File: src/design/compact_timer_consts.vh
// Constants for the compact timer: APB offsets, control field positions, reset values
`ifndef COMPACT_TIMER_CONSTS_VH
`define COMPACT_TIMER_CONSTS_VH

// ----------------------------------------
// Register byte offsets
// ----------------------------------------
`define CT_OFS_CTRL0 12'h000
`define CT_OFS_CTRL1 12'h004
`define CT_OFS_CNT 12'h008
`define CT_OFS_CMPA 12'h00c
`define CT_OFS_STAT 12'h010

// ----------------------------------------
// Control 0 fields
// ----------------------------------------
`define CT_C0_ON 3
`define CT_C0_RP_HI 2
`define CT_C0_RP_LO 0
`define CT_C0_PRE_HI 7
`define CT_C0_PRE_LO 4

// ----------------------------------------
// Control 1 fields
// ----------------------------------------
`define CT_C1_MODE_HI 7
`define CT_C1_MODE_LO 6
`define CT_C1_IO_HI 5
`define CT_C1_IO_LO 4
`define CT_C1_OC 3
`define CT_C1_POL 2
`define CT_C1_DPX 1
`define CT_C1_CCLR 0

// ----------------------------------------
// Mode and action codes
// ----------------------------------------
`define CT_MODE_CMP 2'b00
`define CT_MODE_PWM 2'b10
`define CT_MODE_TMR 2'b11
`define CT_IO_NONE 2'b00
`define CT_IO_LOW 2'b01
`define CT_IO_HIGH 2'b10
`define CT_IO_TOGGLE 2'b11

// ----------------------------------------
// Reset values and counter limits
// ----------------------------------------
`define CT_CTRL_RST 8'h00
`define CT_CMPA_RST 10'h000
`define CT_CNT_MAX 10'h3ff

`endif

File: src/design/tick_divider.v
// Timer clock enable divider: one-cycle pulse every (div_sel+1) pclk cycles
`timescale 1ns/1ps
`default_nettype none

module tick_divider (
	input wire pclk,
	input wire presetn,
	input wire [3:0] div_sel,
	output wire tick
);
	reg [3:0] cnt_r;

	// Free-running count; wraps at the selected divide value
	always @(posedge pclk or negedge presetn) begin
		if (!presetn) begin
			cnt_r <= 4'h0;
		end else if (cnt_r >= div_sel) begin
			cnt_r <= 4'h0;
		end else begin
			cnt_r <= cnt_r + 4'h1;
		end
	end

	assign tick = (cnt_r >= div_sel);
endmodule // tick_divider

`default_nettype wire

File: src/design/compact_timer.v
// Compact 10-bit timer: compare-match, timer/counter and PWM modes behind an APB slave
`timescale 1ns/1ps
`default_nettype none
`include "compact_timer_consts.vh"

// Overview of operation
// Mode 00 selects compare-match output mode
// Clear select low: clear on P or overflow
// Clear select high: clear on A, no P
// Compare A zero: run to 3FF, no A
// Compare mode pin changes only on A
// Action bits: high, low, toggle, or hold
// Counter-on rise loads the initial pin level
// Mode 11 acts as compare, pin undriven
// Mode 10 is PWM; clear select ignored
// One register sets period, other sets duty
// Swap clear: period code period, A duty
// Swap set: A period, code duty
// Duty at or above period gives 100%
// PWM raises A and P flags on matches
// Init level active, action force, invert polarity
// Counting continues while action forces level
// Counter-on rise zeroes, fall holds counter
// Period code compares counter top three bits
// Action codes: none, low, high, toggle
// Counter increments once per timer tick
module compact_timer (
	input wire pclk,
	input wire presetn,
	input wire psel,
	input wire penable,
	input wire pwrite,
	input wire [11:0] paddr,
	input wire [31:0] pwdata,
	output reg [31:0] prdata,
	output wire pready,
	output wire pslverr,
	output reg timer_out,
	output wire timer_out_en_n
);
	// ----------------------------------------
	// Registers
	// ----------------------------------------
	reg [7:0] ctrl0_r;
	reg [7:0] timer_control_one;
	reg [9:0] compare_a_value;
	reg [9:0] cnt_r;
	reg [9:0] cnt_nxt;
	reg match_a_flag;
	reg match_p_flag;
	reg on_d_r;
	reg pin_r;
	reg pin_nxt;
	reg a_hit;
	reg p_hit;
	reg clr;
	reg wrap;

	wire tick;
	wire counter_on = ctrl0_r[`CT_C0_ON];
	wire [2:0] period_code = ctrl0_r[`CT_C0_RP_HI:`CT_C0_RP_LO];
	wire [1:0] mode_sel = timer_control_one[`CT_C1_MODE_HI:`CT_C1_MODE_LO];
	wire mode_sel_hi = mode_sel[1];
	wire mode_sel_lo = mode_sel[0];
	wire [1:0] out_action = timer_control_one[`CT_C1_IO_HI:`CT_C1_IO_LO];
	wire out_action_hi = out_action[1];
	wire out_action_lo = out_action[0];
	wire out_init_level = timer_control_one[`CT_C1_OC];
	wire out_invert = timer_control_one[`CT_C1_POL];
	wire period_duty_swap = timer_control_one[`CT_C1_DPX];
	wire clear_select = timer_control_one[`CT_C1_CCLR];
	wire on_rise = counter_on & ~on_d_r;
	wire is_pwm = mode_sel_hi & ~mode_sel_lo;
	wire is_cmp = ~mode_sel_hi & ~mode_sel_lo;
	wire is_tmr = mode_sel_hi & mode_sel_lo;

	// ----------------------------------------
	// APB slave: zero wait states, unmapped reads zero and error
	// ----------------------------------------
	wire acc = psel & penable;
	wire wr = acc & pwrite;
	wire mapped = (paddr == `CT_OFS_CTRL0) || (paddr == `CT_OFS_CTRL1) || (paddr == `CT_OFS_CNT) ||
		(paddr == `CT_OFS_CMPA) || (paddr == `CT_OFS_STAT);
	assign pready = 1'b1;
	assign pslverr = acc & ~mapped;

	// Read mux registered at setup so data is stable through the access phase
	always @(posedge pclk or negedge presetn) begin
		if (!presetn) begin
			prdata <= 32'h0000_0000;
		end else if (psel & ~penable & ~pwrite) begin
			case (paddr)
				`CT_OFS_CTRL0: prdata <= {24'h00_0000, ctrl0_r};
				`CT_OFS_CTRL1: prdata <= {24'h00_0000, timer_control_one};
				`CT_OFS_CNT: prdata <= {22'h00_0000, cnt_r};
				`CT_OFS_CMPA: prdata <= {22'h00_0000, compare_a_value};
				`CT_OFS_STAT: prdata <= {29'h0000_0000, timer_out, match_p_flag, match_a_flag};
				default: prdata <= 32'h0000_0000;
			endcase
		end
	end

	// Control writes; counter is read only
	always @(posedge pclk or negedge presetn) begin
		if (!presetn) begin
			ctrl0_r <= `CT_CTRL_RST;
			timer_control_one <= `CT_CTRL_RST;
			compare_a_value <= `CT_CMPA_RST;
		end else if (wr) begin
			if (paddr == `CT_OFS_CTRL0) begin
				ctrl0_r <= pwdata[7:0];
			end
			if (paddr == `CT_OFS_CTRL1) begin
				timer_control_one <= pwdata[7:0];
			end
			if (paddr == `CT_OFS_CMPA) begin
				compare_a_value <= pwdata[9:0];
			end
		end
	end

	// ----------------------------------------
	// Timer clock enable
	// ----------------------------------------
	tick_divider u_div (
		.pclk(pclk),
		.presetn(presetn),
		.div_sel(ctrl0_r[`CT_C0_PRE_HI:`CT_C0_PRE_LO]),
		.tick(tick)
	);

	// ----------------------------------------
	// Comparators and clear selection
	// ----------------------------------------
	// Matches look at the next count, so a clear gives a period of exactly the
	// programmed value, in line with the 1024 counts of a plain wrap
	wire [9:0] cnt_inc = cnt_r + 10'h001;

	always @* begin
		// Period code only sees counter bits 9..7, so matches land on 128 multiples
		p_hit = (period_code != 3'b000) && (cnt_inc[9:7] == period_code) && (cnt_inc[6:0] == 7'h00);
		a_hit = (compare_a_value != 10'h000) && (cnt_inc == compare_a_value);
		wrap = (cnt_r == `CT_CNT_MAX);
		if (is_pwm) begin
			// Clear on the period source; duty register does not clear
			if (period_duty_swap) begin
				clr = a_hit | wrap;
			end else begin
				clr = p_hit | wrap;
			end
		end else if (clear_select) begin
			clr = a_hit | wrap;
		end else begin
			clr = p_hit | wrap;
		end
	end

	// ----------------------------------------
	// Counter
	// ----------------------------------------
	always @* begin
		cnt_nxt = cnt_r;
		if (on_rise) begin
			cnt_nxt = 10'h000;
		end else if (counter_on & tick) begin
			if (clr) begin
				cnt_nxt = 10'h000;
			end else begin
				cnt_nxt = cnt_inc;
			end
		end
	end

	always @(posedge pclk or negedge presetn) begin
		if (!presetn) begin
			cnt_r <= 10'h000;
			on_d_r <= 1'b0;
		end else begin
			cnt_r <= cnt_nxt;
			on_d_r <= counter_on;
		end
	end

	// ----------------------------------------
	// Match flags: hardware set wins over software write-one-to-clear
	// ----------------------------------------
	wire ev = counter_on & tick & ~on_rise;
	wire set_a = ev & a_hit;
	wire set_p = ev & p_hit & (is_pwm | ~clear_select);
	wire clr_flags = wr && (paddr == `CT_OFS_STAT);

	always @(posedge pclk or negedge presetn) begin
		if (!presetn) begin
			match_a_flag <= 1'b0;
			match_p_flag <= 1'b0;
		end else begin
			match_a_flag <= set_a | (match_a_flag & ~(clr_flags & pwdata[0]));
			match_p_flag <= set_p | (match_p_flag & ~(clr_flags & pwdata[1]));
		end
	end

	// ----------------------------------------
	// Compare-mode pin state
	// ----------------------------------------
	always @* begin
		pin_nxt = pin_r;
		if (on_rise) begin
			pin_nxt = out_init_level;
		end else if (set_a) begin
			// Only comparator A moves the pin; P matches are ignored
			case (out_action)
				`CT_IO_LOW: pin_nxt = 1'b0;
				`CT_IO_HIGH: pin_nxt = 1'b1;
				`CT_IO_TOGGLE: pin_nxt = ~pin_r;
				default: pin_nxt = pin_r;
			endcase
		end
	end

	always @(posedge pclk or negedge presetn) begin
		if (!presetn) begin
			pin_r <= 1'b0;
		end else begin
			pin_r <= pin_nxt;
		end
	end

	// ----------------------------------------
	// PWM waveform
	// ----------------------------------------
	// Duty and period in counts; duty >= period holds the output active
	wire [10:0] code_cnt = (period_code == 3'b000) ? 11'h400 : {1'b0, period_code, 7'h00};
	wire [10:0] per_v = period_duty_swap ? {1'b0, compare_a_value} : code_cnt;
	wire [10:0] duty_v = period_duty_swap ? code_cnt : {1'b0, compare_a_value};
	wire pwm_act = (duty_v >= per_v) | ({1'b0, cnt_r} < duty_v);
	reg pwm_lvl;

	// Waveform keeps running underneath forced levels
	always @* begin
		case ({out_action_hi, out_action_lo})
			`CT_IO_NONE: pwm_lvl = ~out_init_level;
			`CT_IO_LOW: pwm_lvl = out_init_level;
			`CT_IO_HIGH: pwm_lvl = pwm_act ? out_init_level : ~out_init_level;
			default: pwm_lvl = ~out_init_level;
		endcase
	end

	// ----------------------------------------
	// Output pin, registered; released in timer/counter mode
	// ----------------------------------------
	always @(posedge pclk or negedge presetn) begin
		if (!presetn) begin
			timer_out <= 1'b0;
		end else if (is_pwm) begin
			timer_out <= pwm_lvl ^ out_invert;
		end else begin
			timer_out <= pin_r ^ out_invert;
		end
	end

	// Low while driving; mode 01 is undefined and also leaves the pin free
	assign timer_out_en_n = ~(is_pwm | is_cmp) | is_tmr;
endmodule // compact_timer

`default_nettype wire

File: config.mk
export PLATFORM = sky130hd
export DESIGN_NAME = compact_timer
export DESIGN_NICKNAME = d
export VERILOG_FILES = /design/src/design/tick_divider.v /design/src/design/compact_timer.v
export VERILOG_INCLUDE_DIRS = /design/src /design/src/design
export SDC_FILE = /design/constraint.sdc
export NUM_CORES = 1
export LEC_CHECK = 0
export ABC_CLOCK_PERIOD_IN_PS = 6350
export BUFFER_PORTS_ARGS = -buffer_cell sky130_fd_sc_hd__clkbuf_2
export CORE_MARGIN = 2
export CORE_UTILIZATION = 59
export DETAILED_ROUTE_END_ITERATION = 7
export GPL_ROUTABILITY_DRIVEN = 0
export PLACE_DENSITY_LB_ADDON = 0.08
export SYNTH_ARGS = -nofsm -noshare
export SYNTH_HDL_FRONTEND = slang
export SYNTH_SLANG_ARGS = --single-unit
File: constraint.sdc
create_clock -name pclk -period 6.35 [get_ports pclk]
set_input_delay 1.27 -clock pclk [delete_from_list [all_inputs] [get_ports pclk]]
set_output_delay 1.27 -clock pclk [all_outputs]
set_load 0.05 [all_outputs]
==> run_results.csv, run 1 <==
group,metric,value,unit
outcome,status,"finished clean",
timing,grt_setup_unrepaired,"false",
floorplan,start_util,60.5,%
synth,synthCells,408,
global_route,grt_remaining_overflow,0,
timing,final-hold-violation-count,0,
clock_network,clk_path_buf_depth,2,
clock_network,cts_root_buffer,"clkbuf_8",
worst_setup_path,startpoint,"paddr[10]",
worst_setup_path,r2r-start,"cnt_r[0]",
clock_network,clock-sinks,55,
worst_setup_path,crit_path_end_kind,"output pin",
synth,synthAdderAreaFrac,6.82,%
power_and_ir_drop,max-vdd-ir-drop,0.166,mV
timing,fmaxAchievable,237,MHz
global_route,antenna_found_initial,0,
timing,fin_tns_setup,0,ns
global_route,grt_first_pass_wirelength,14100,microns
worst_setup_path,reg2reg_slack,3.06,ns
clock_network,cts_setup_buffers,0,
worst_setup_path,reg2regPathDepth,9,
detailed_routing,via_per_inst,5.91,
synth,netlist_area,3820,sq um
place,hpwl,6360,microns
timing,fin_crit,4.22,ns
layout,areaGrowthSynthToFinish,5.60,%
global_route,grt_start_max_net_pins,56,
synth,postSynth.asyncResetShare,100,%
synth,synth_top_family_by_area,"simple AND/OR/NAND/NOR gates",
floorplan,num_rows,29,
layout,antenna_cells,0,
worst_setup_path,start_kind,"input pin",
timing,final-max-slew-violation-count,0,
timing,worst_slew_pin_slew,0.862,ns
clock_network,ctsHoldBuffers,0,
clock_network,numCtsBuffers,5,
clock_network,clkTransAtPathRegs,0.10,ns
power_and_ir_drop,p_leak,1.88,nW
synth,synthSimpleGateAreaFrac,18.0,%
worst_setup_path,arrival,2.95,ns
timing,fin_hold_ws,0.484,ns
synth,synthMuxAreaShare,13.0,%
layout,fin_nets,502,
detailed_routing,post-route-drc-count,0,
synth,synth_edf_count,0,
synth,synth_area_leaders,"dfrtp_1 36%, ha_1 6.6%, mux2_2 5.6%",
worst_setup_path,crit_end,"pslverr",
worst_setup_path,r2r-end,"pin_r",
synth,synth_compound_area_share,11.2,%
worst_setup_path,path_class,"input pin to output pin",
floorplan,die_y,84.5,microns
detailed_routing,num_vias,3019,
detailed_routing,first_pass_iters,4,
synth,ys_types,57,
synth,synth_area_per_cell,9.36,sq um
synth,synthXorXnorAreaFrac,5.90,%
detailed_routing,routed_wirelength,8380,microns
detailed_routing,wl_per_cell,16.4,microns
synth,synth_top_area_cell,"dfrtp_1",
synth,ys_ff_latch,55,
synth,yosysMostFrequentCell,"dfrtp_1",
worst_setup_path,cp_max_fo,5,
synth,synth_top_area_share,36.0,%
global_route,grt_use_total,24.7,%
clock_network,cts-htree-levels,2,
place,portBuffers,39,
clock_network,clk_latency,0.31,ns
timing,setup_viol,0,
clock_network,ctsResizeCount,0,
synth,yosysWarningCount,0,
floorplan,core_area,6310,sq um
layout,layout-drive-gt1-share,18.2,%
floorplan,die_area,7130,sq um
timing,finalCritPeriodShare,66.4,%
worst_hold_path,worstHoldPathType,"flop to flop",
floorplan,ioPinCount,85,
flow_run,max_cap_violations,0,
floorplan,die_w,84.5,microns
global_route,grt_pass1_vias,2795,
timing,finClkSkew,0.00999,ns
detailed_routing,antenna_left,0,
timing,slew-limit-headroom,42.5,%
clock_network,cts_tree,"yes",
synth,synth-main-ff-cell,"dfrtp_1",
power_and_ir_drop,power.density,172,nW/um^2
worst_setup_path,cp.required,5.08,ns
synth,ys_top_cells_by_count,"55 x dfrtp_1, 52 x nand2_1, 26 x o21ai_0",
synth,yosysSeqAreaShare,36.0,%
detailed_routing,drt-initial-drc-count,159,
through the flow:
| step | std cells | utilization (%) | instance area (sq um) | setup WS (ns) | power [mW] |
|---|---|---|---|---|---|
| 2_1_floorplan | 429 | - | 3900 | 1.88 | 0.471 |
| 3_3_place_gp | 503 | 62.3 | 3930 | 2.19 | 0.487 |
| 3_5_place_dp | 503 | 62.3 | 3930 | 2.17 | 0.490 |
| 4_1_cts | 511 | 63.9 | 4030 | 2.18 | 0.700 |
| 5_1_grt | 511 | 63.9 | 4030 | 2.06 | 0.732 |
| 6_report | 511 | 63.9 | 4030 | 2.13 | 0.695 |
routing by layer:
layer | vias to the layer above | part of all wire (%) | track usage, %
li1 | 1452 | - | -
met1 | 1447 | 47 | 34.6
met2 | 108 | 46 | 40.5
met3 | 12 | 5.6 | 3.93
met4 | 0 | 1.3 | 5.77
met5 | - | 0 | 0
cell families after synthesis:
group,Yosys count
AOI/OAI and AO/OA,68
other,2
adders and majority gates,21
DFF,55
and+or+nand+nor,138
muxes,41
buffers and inverters,61
xor gates and xnor gates,22
critical path, cell delays in order:
cell	delay [ns]
clkbuf_2	0.08
nor4_1	0.27
nand3_1	0.17
nor4b_1	0.75
nor3_1	0.13
clkbuf_2	0.28
final cells by class:
cell class / count / area (sq um)
timing repair buffer: 41 / 210
clock buffer: 6 / 82.6
sequential: 55 / 1380
multi-input combinational: 313 / 2190
fill: 570 / 2280
inverter: 17 / 63.8
tap: 77 / 96.3
clock inverter: 2 / 17.5
how the worst min path moves through the flow:
| stage | from | to | cells past startpoint |
|---|---|---|---|
| after floorplan | ctrl0_r[3] | on_d_r | 0 |
| after global placement | ctrl0_r[3] | on_d_r | 0 |
| after detailed placement | prdata[5] | prdata[5] | 2 |
| after CTS | ctrl0_r[3] | on_d_r | 0 |
| after global routing | ctrl0_r[3] | on_d_r | 0 |
| final | ctrl0_r[3] | on_d_r | 0 |
cells in the final DEF (no fill, tap or decap), types with 17 or more instances in the layout:
cell type / Yosys / layout
dfrtp_1: 55 / 55
mux2i_1: 17 / 17
nand2_1: 52 / 52
conb_1: 2 / 23
inv_1: 17 / 17
o21ai_0: 26 / 26
nor2_1: 18 / 18
ha_1: 20 / 20
clkbuf_2: 0 / 39
mux2_2: 19 / 19
state kept, by name, indices dropped and copies added, names as in the netlist:
| name | cells |
|---|---|
| cnt_r | 10 |
| compare_a_value | 10 |
| prdata | 10 |
| ctrl0_r | 8 |
| timer_control_one | 8 |
| u_div.cnt_r | 4 |
| match_a_flag | 1 |
| match_p_flag | 1 |
| on_d_r | 1 |
| pin_r | 1 |
| timer_out | 1 |
power by group:
group,internal (mW),switching [mW]
logic,0.0325,0.0719
clock network,0.0917,0.122
registers,0.364,0.0121
total,0.489,0.206
Note: power is estimated with default switching activity, not from simulation.
==> run 2: changes to the inputs <==
--- a/config.mk
+++ b/config.mk
@@ -6,10 +6,10 @@
 export SDC_FILE = /design/constraint.sdc
 export NUM_CORES = 1
 export LEC_CHECK = 0
-export ABC_CLOCK_PERIOD_IN_PS = 6350
+export ABC_CLOCK_PERIOD_IN_PS = 4000
 export BUFFER_PORTS_ARGS = -buffer_cell sky130_fd_sc_hd__clkbuf_2
 export CORE_MARGIN = 2
-export CORE_UTILIZATION = 59
+export CORE_UTILIZATION = 55
 export DETAILED_ROUTE_END_ITERATION = 7
 export GPL_ROUTABILITY_DRIVEN = 0
 export PLACE_DENSITY_LB_ADDON = 0.08
==> constraint.sdc (replaced) <==
create_clock -name pclk -period 4 [get_ports pclk]
set_input_delay 0.8 -clock pclk [delete_from_list [all_inputs] [get_ports pclk]]
set_output_delay 0.8 -clock pclk [all_outputs]
set_load 0.05 [all_outputs]
==> run 2 against run 1 <==
Setup slack worse by 1.4 ns; worst hold slack is essentially flat; combinational power grew 61%.
==> run_results.csv, run 2 (synthesis results as in run 1) <==
group,metric,value,unit
outcome,status,"finished clean",
place,portBuffers,39,
layout,areaGrowthSynthToFinish,6.29,%
layout,reg_top3,"cnt_r (10), compare_a_value (10), prdata (10)",
power_and_ir_drop,power.density,270,nW/um^2
power_and_ir_drop,finalPower,1.10,mW
global_route,grt_pass1_vias,2837,
power_and_ir_drop,p_leak,1.90,nW
layout,fin_nets,506,
clock_network,clkTransAtPathRegs,0.11,ns
layout,nFillCells,596,
timing,fmaxAchievable,305,MHz
timing,fin_tns_setup,0,ns
power_and_ir_drop,max-vdd-ir-drop,0.207,mV
timing,final-hold-violation-count,0,
clock_network,numCtsBuffers,5,
global_route,grt_use_total,24.1,%
timing,final-max-slew-violation-count,0,
floorplan,start_util,56.5,%
floorplan,num_rows,30,
layout,layout-drive-gt1-share,18.9,%
floorplan,core_area,6760,sq um
clock_network,cts_tree,"yes",
detailed_routing,wl_per_cell,17.0,microns
timing,finClkSkew,0.0116,ns
timing,grt_setup_unrepaired,"false",
clock_network,cts-htree-levels,2,
clock_network,ctsHoldBuffers,0,
clock_network,clk_path_buf_depth,2,
detailed_routing,post-route-drc-count,0,
worst_setup_path,start_kind,"flop",
detailed_routing,antenna_left,0,
timing,finalCritPeriodShare,82.1,%
detailed_routing,routed_wirelength,8800,microns
flow_run,max_cap_violations,0,
floorplan,die_area,7630,sq um
layout,final_common_cell,"dfrtp_1",
clock_network,clock-sinks,55,
timing,fin_crit,3.28,ns
layout,layout_common_cells,"55 x dfrtp_1, 52 x nand2_1, 39 x clkbuf_2",
global_route,grt_remaining_overflow,0,
worst_hold_path,worstHoldPathType,"flop to flop",
clock_network,ctsResizeCount,0,
detailed_routing,via_per_inst,5.85,
worst_setup_path,cp.required,4.22,ns
global_route,grt_first_pass_wirelength,14200,microns
timing,setup_viol,0,
place,hpwl,6660,microns
floorplan,ioPinCount,85,
worst_setup_path,crit_path_end_kind,"flop",
clock_network,cts_setup_buffers,0,
timing,slew-limit-headroom,43.2,%
floorplan,die_w,87.3,microns
floorplan,die_y,87.3,microns
detailed_routing,drt-initial-drc-count,153,
detailed_routing,num_vias,3031,
worst_setup_path,cp_max_fo,10,
timing,worst_slew_pin_slew,0.852,ns
clock_network,clk_latency,0.32,ns
worst_setup_path,arrival,3.51,ns
layout,post-route-util,60.1,%
global_route,grt_start_max_net_pins,32,
detailed_routing,first_pass_iters,4,
clock_network,cts_root_buffer,"clkbuf_8",
layout,antenna_cells,0,
global_route,antenna_found_initial,0,
worst_setup_path,path_class,"flop to flop",
## run 2: area by class of cell
type / instances / area [sq um] / area share, %
Clock buffer: 5 / 68.8 / 1.70
Clock inverter: 3 / 23.8 / 0.586
Inverter: 17 / 63.8 / 1.57
Multi-Input combinational cell: 313 / 2190 / 53.9
Sequential cell: 55 / 1380 / 33.9
Tap cell: 80 / 100 / 2.47
Timing Repair Buffer: 45 / 240 / 5.92
## run 2: report_power, final
part | leakage [nW] | internal [mW] | total [mW] | switching, mW
sequential | 0.729 | 0.579 | 0.598 | 0.0192
combinational | 1.12 | 0.0528 | 0.167 | 0.114
clock | 0.0461 | 0.127 | 0.331 | 0.204
total | 1.90 | 0.759 | 1.10 | 0.338
## run 2: worst max-delay path, stage by stage (launching register included)
cell and delay [ns]:
dfrtp_1 0.58, ha_1 0.41, and3_4 0.25, and3_4 0.23, xnor2_4 0.13, xnor2_1 0.10
or3b_1 0.36, or4_4 0.44, or4_1 0.50, and3_1 0.19
## run 2: routing by layer
metal | global-route usage, % | wire length, microns | vias to the layer above
met4 | 6.15 | 145 | 0
met3 | 3.13 | 390 | 9
met1 | 33.3 | 4120 | 1468
met5 | 0 | 0 | -
met2 | 40.2 | 4140 | 93
li1 | - | - | 1461
## run 2: per-stage QoR
| stage | cell area [sq um] | worst slack (ns) | hold slack, ns | std cells |
|---|---|---|---|---|
| floorplan | 3900 | 0.470 | 0.429 | 429 |
| CTS | 4060 | 0.732 | 0.492 | 518 |
| global placement | 3970 | 0.829 | 0.462 | 510 |
| detailed placement | 3970 | 0.739 | 0.469 | 510 |
| global route | 4060 | 0.528 | 0.520 | 518 |
| finish | 4060 | 0.718 | 0.483 | 518 |
## run 2: final timing paths
kind	from	to	slack [ns]	cells past startpoint
setup / recovery	cnt_r[0]	pin_r	0.72	9
hold / removal	prdata[1]	prdata[1]	0.48	2
setup reg to reg	cnt_r[0]	pin_r	0.72	9
hold reg to reg	prdata[1]	prdata[1]	0.48	2
max in group asynchronous	presetn	u_div.cnt_r[3]	2.71	2
min in group asynchronous	presetn	cnt_r[9]	0.57	1
==> run 3: changes to the inputs <==
--- a/config.mk
+++ b/config.mk
@@ -6,7 +6,7 @@
 export SDC_FILE = /design/constraint.sdc
 export NUM_CORES = 1
 export LEC_CHECK = 0
-export ABC_CLOCK_PERIOD_IN_PS = 4000
+export ABC_CLOCK_PERIOD_IN_PS = 3200
 export BUFFER_PORTS_ARGS = -buffer_cell sky130_fd_sc_hd__clkbuf_2
 export CORE_MARGIN = 2
 export CORE_UTILIZATION = 55
==> constraint.sdc (replaced) <==
create_clock -name pclk -period 3.2 [get_ports pclk]
set_input_delay 0.64 -clock pclk [delete_from_list [all_inputs] [get_ports pclk]]
set_output_delay 0.64 -clock pclk [all_outputs]
set_load 0.05 [all_outputs]
==> run 3 against run 2 <==
Via count grew 1.8%; final cell count grew 2.1%; routed wire length grew 2.6%; critical path type unchanged; critical endpoint unchanged; highest routed layer unchanged.
==> run_results.csv, run 3 (synthesis results as in run 1) <==
group,metric,value,unit
outcome,status,"finished clean",
clock_network,numCtsBuffers,5,
layout,final_common_cell,"dfrtp_1",
floorplan,die_w,87.3,microns
detailed_routing,post-route-drc-count,0,
worst_setup_path,cp_max_fo,8,
layout,seqCellArea,1380,sq um
floorplan,core_area,6760,sq um
detailed_routing,antenna_left,0,
flow_run,max_cap_violations,0,
clock_network,clk_latency,0.32,ns
worst_setup_path,cp_cell_sequence,"ha_1 > and3_4 > and3_4 > xnor2_4 > xnor2_1 > or3b_1 > or4_4 > or4_1 > and3_1",
timing,worst_slew_pin_slew,1.06,ns
global_route,grt_pass1_vias,2992,
detailed_routing,first_pass_iters,5,
timing,fin_crit,3.07,ns
floorplan,start_util,56.5,%
detailed_routing,wl_per_cell,17.1,microns
layout,multi_input_area,2190,sq um
worst_hold_path,worstHoldPathType,"flop to flop",
clock_network,ctsHoldBuffers,0,
layout,areaGrowthSynthToFinish,9.37,%
worst_setup_path,cp_slowest_stage_delay,0.52,ns
place,portBuffers,39,
layout,fin_nets,517,
timing,grt_setup_unrepaired,"false",
detailed_routing,routed_wirelength,9030,microns
worst_setup_path,critPathMostFrequentCell,"and3_4",
timing,fin_tns_setup,0,ns
power_and_ir_drop,max-vdd-ir-drop,0.233,mV
worst_setup_path,slowest_stage,"or4_1",
power_and_ir_drop,p_leak,1.97,nW
clock_network,cts_tree,"yes",
global_route,grt_first_pass_wirelength,14900,microns
global_route,antenna_found_initial,0,
floorplan,num_rows,30,
power_and_ir_drop,finalPower,1.46,mW
worst_setup_path,path_delay_family,"simple AND/OR/NAND/NOR gates",
global_route,grt_use_total,25.1,%
worst_setup_path,start_kind,"flop",
worst_setup_path,cp_num_buf_inv,0,
clock_network,cts_setup_buffers,0,
timing,finalCritPeriodShare,96.0,%
layout,reg_top3,"cnt_r (10), compare_a_value (10), prdata (10)",
clock_network,cts_root_buffer,"clkbuf_8",
worst_setup_path,crit_path_end_kind,"flop",
global_route,grt_start_max_net_pins,41,
worst_setup_path,cp.required,3.42,ns
timing,fmaxAchievable,326,MHz
clock_network,clock-sinks,55,
layout,antenna_cells,0,
floorplan,die_y,87.3,microns
layout,nFillCells,603,
detailed_routing,num_vias,3086,
timing,finClkSkew,0.00767,ns
clock_network,cts-htree-levels,2,
place,hpwl,6840,microns
power_and_ir_drop,power.density,350,nW/um^2
layout,post-route-util,61.8,%
floorplan,die_area,7630,sq um
layout,layout-drive-gt1-share,21.4,%
timing,slew-limit-headroom,29.6,%
clock_network,clk_path_buf_depth,2,
worst_setup_path,path_class,"flop to flop",
timing,final-hold-violation-count,0,
timing,setup_viol,0,
timing,final-max-slew-violation-count,0,
layout,layout_common_cells,"54 x dfrtp_1, 52 x nand2_1, 39 x clkbuf_2",
global_route,grt_remaining_overflow,0,
worst_setup_path,arrival,3.29,ns
floorplan,ioPinCount,85,
detailed_routing,drt-initial-drc-count,182,
clock_network,clkTransAtPathRegs,0.10,ns
detailed_routing,via_per_inst,5.83,
timing,fin_hold_ws,0.483,ns
-- run 3: cell types whose count changed in the layout (fill, tap and decap cells not counted), sizes merged --
cell / previous run / this run
buf: 6 / 17
bufinv: 0 / 1
clkbuf: 44 / 45
clkinv: 1 / 0
clkinvlp: 1 / 0
-- run 3: worst min-delay path: cells and delay by family (launching register included) --
kind	cells	cell delay, ns
flip-flops	1	0.35
AND/OR/NAND/NOR	1	0.04
AO/OA/AOI/OAI	1	0.06
-- run 3: through the flow --
stage	area (sq um)	std cells	worst slack (ns)
4_1_cts	4180	529	0.106
2_1_floorplan	3900	429	0.274
3_3_place_gp	4050	521	0.184
6_report	4180	529	0.130
5_1_grt	4180	529	0.0280
3_5_place_dp	4050	521	0.125
-- run 3: cell type report --
type                    count  share of cell area, %
multi-input cells         313                   52.5
flip-flops and latches     55                   33.0
repair buffers             56                   7.73
well taps                  80                   2.40
clock buffers               6                   1.98
inverters                  17                   1.53
clock inverters             2                  0.929
-- run 3: what timing repair did --
item | in CTS | in global routing
gates resized for setup | 0 | 1
endpoints found under the hold margin | 0 | 0
endpoints found under the setup margin | 0 | 1
-- run 3: path summary, 6_finish.rpt --
path                            startpoint            endpoint  slack (ns)  depth (start not counted)
worst max register to register    cnt_r[0]               pin_r        0.13                          9
worst max-delay path              cnt_r[0]               pin_r        0.13                          9
max in group asynchronous          presetn            cnt_r[1]        1.97                          2
worst min-delay path             prdata[1]           prdata[1]        0.48                          2
min in group asynchronous          presetn  compare_a_value[8]        0.49                          1
worst min register to register   prdata[1]           prdata[1]        0.48                          2
-- run 3: per-layer routing --
metal / global-route usage [%] / wire (microns) / vias to the layer above
met3: 2.94 / 465 / 13
met4: 6.43 / 156 / 0
met1: 34.3 / 4100 / 1481
met5: 0 / 0 / -
met2: 42.5 / 4310 / 106
li1: - / - / 1486
-- run 3: report_power, final --
| group | switching, mW | total (mW) | internal [mW] |
|---|---|---|---|
| Combinational | 0.144 | 0.214 | 0.0699 |
| Sequential | 0.0244 | 0.748 | 0.723 |
| Clock | 0.242 | 0.500 | 0.258 |
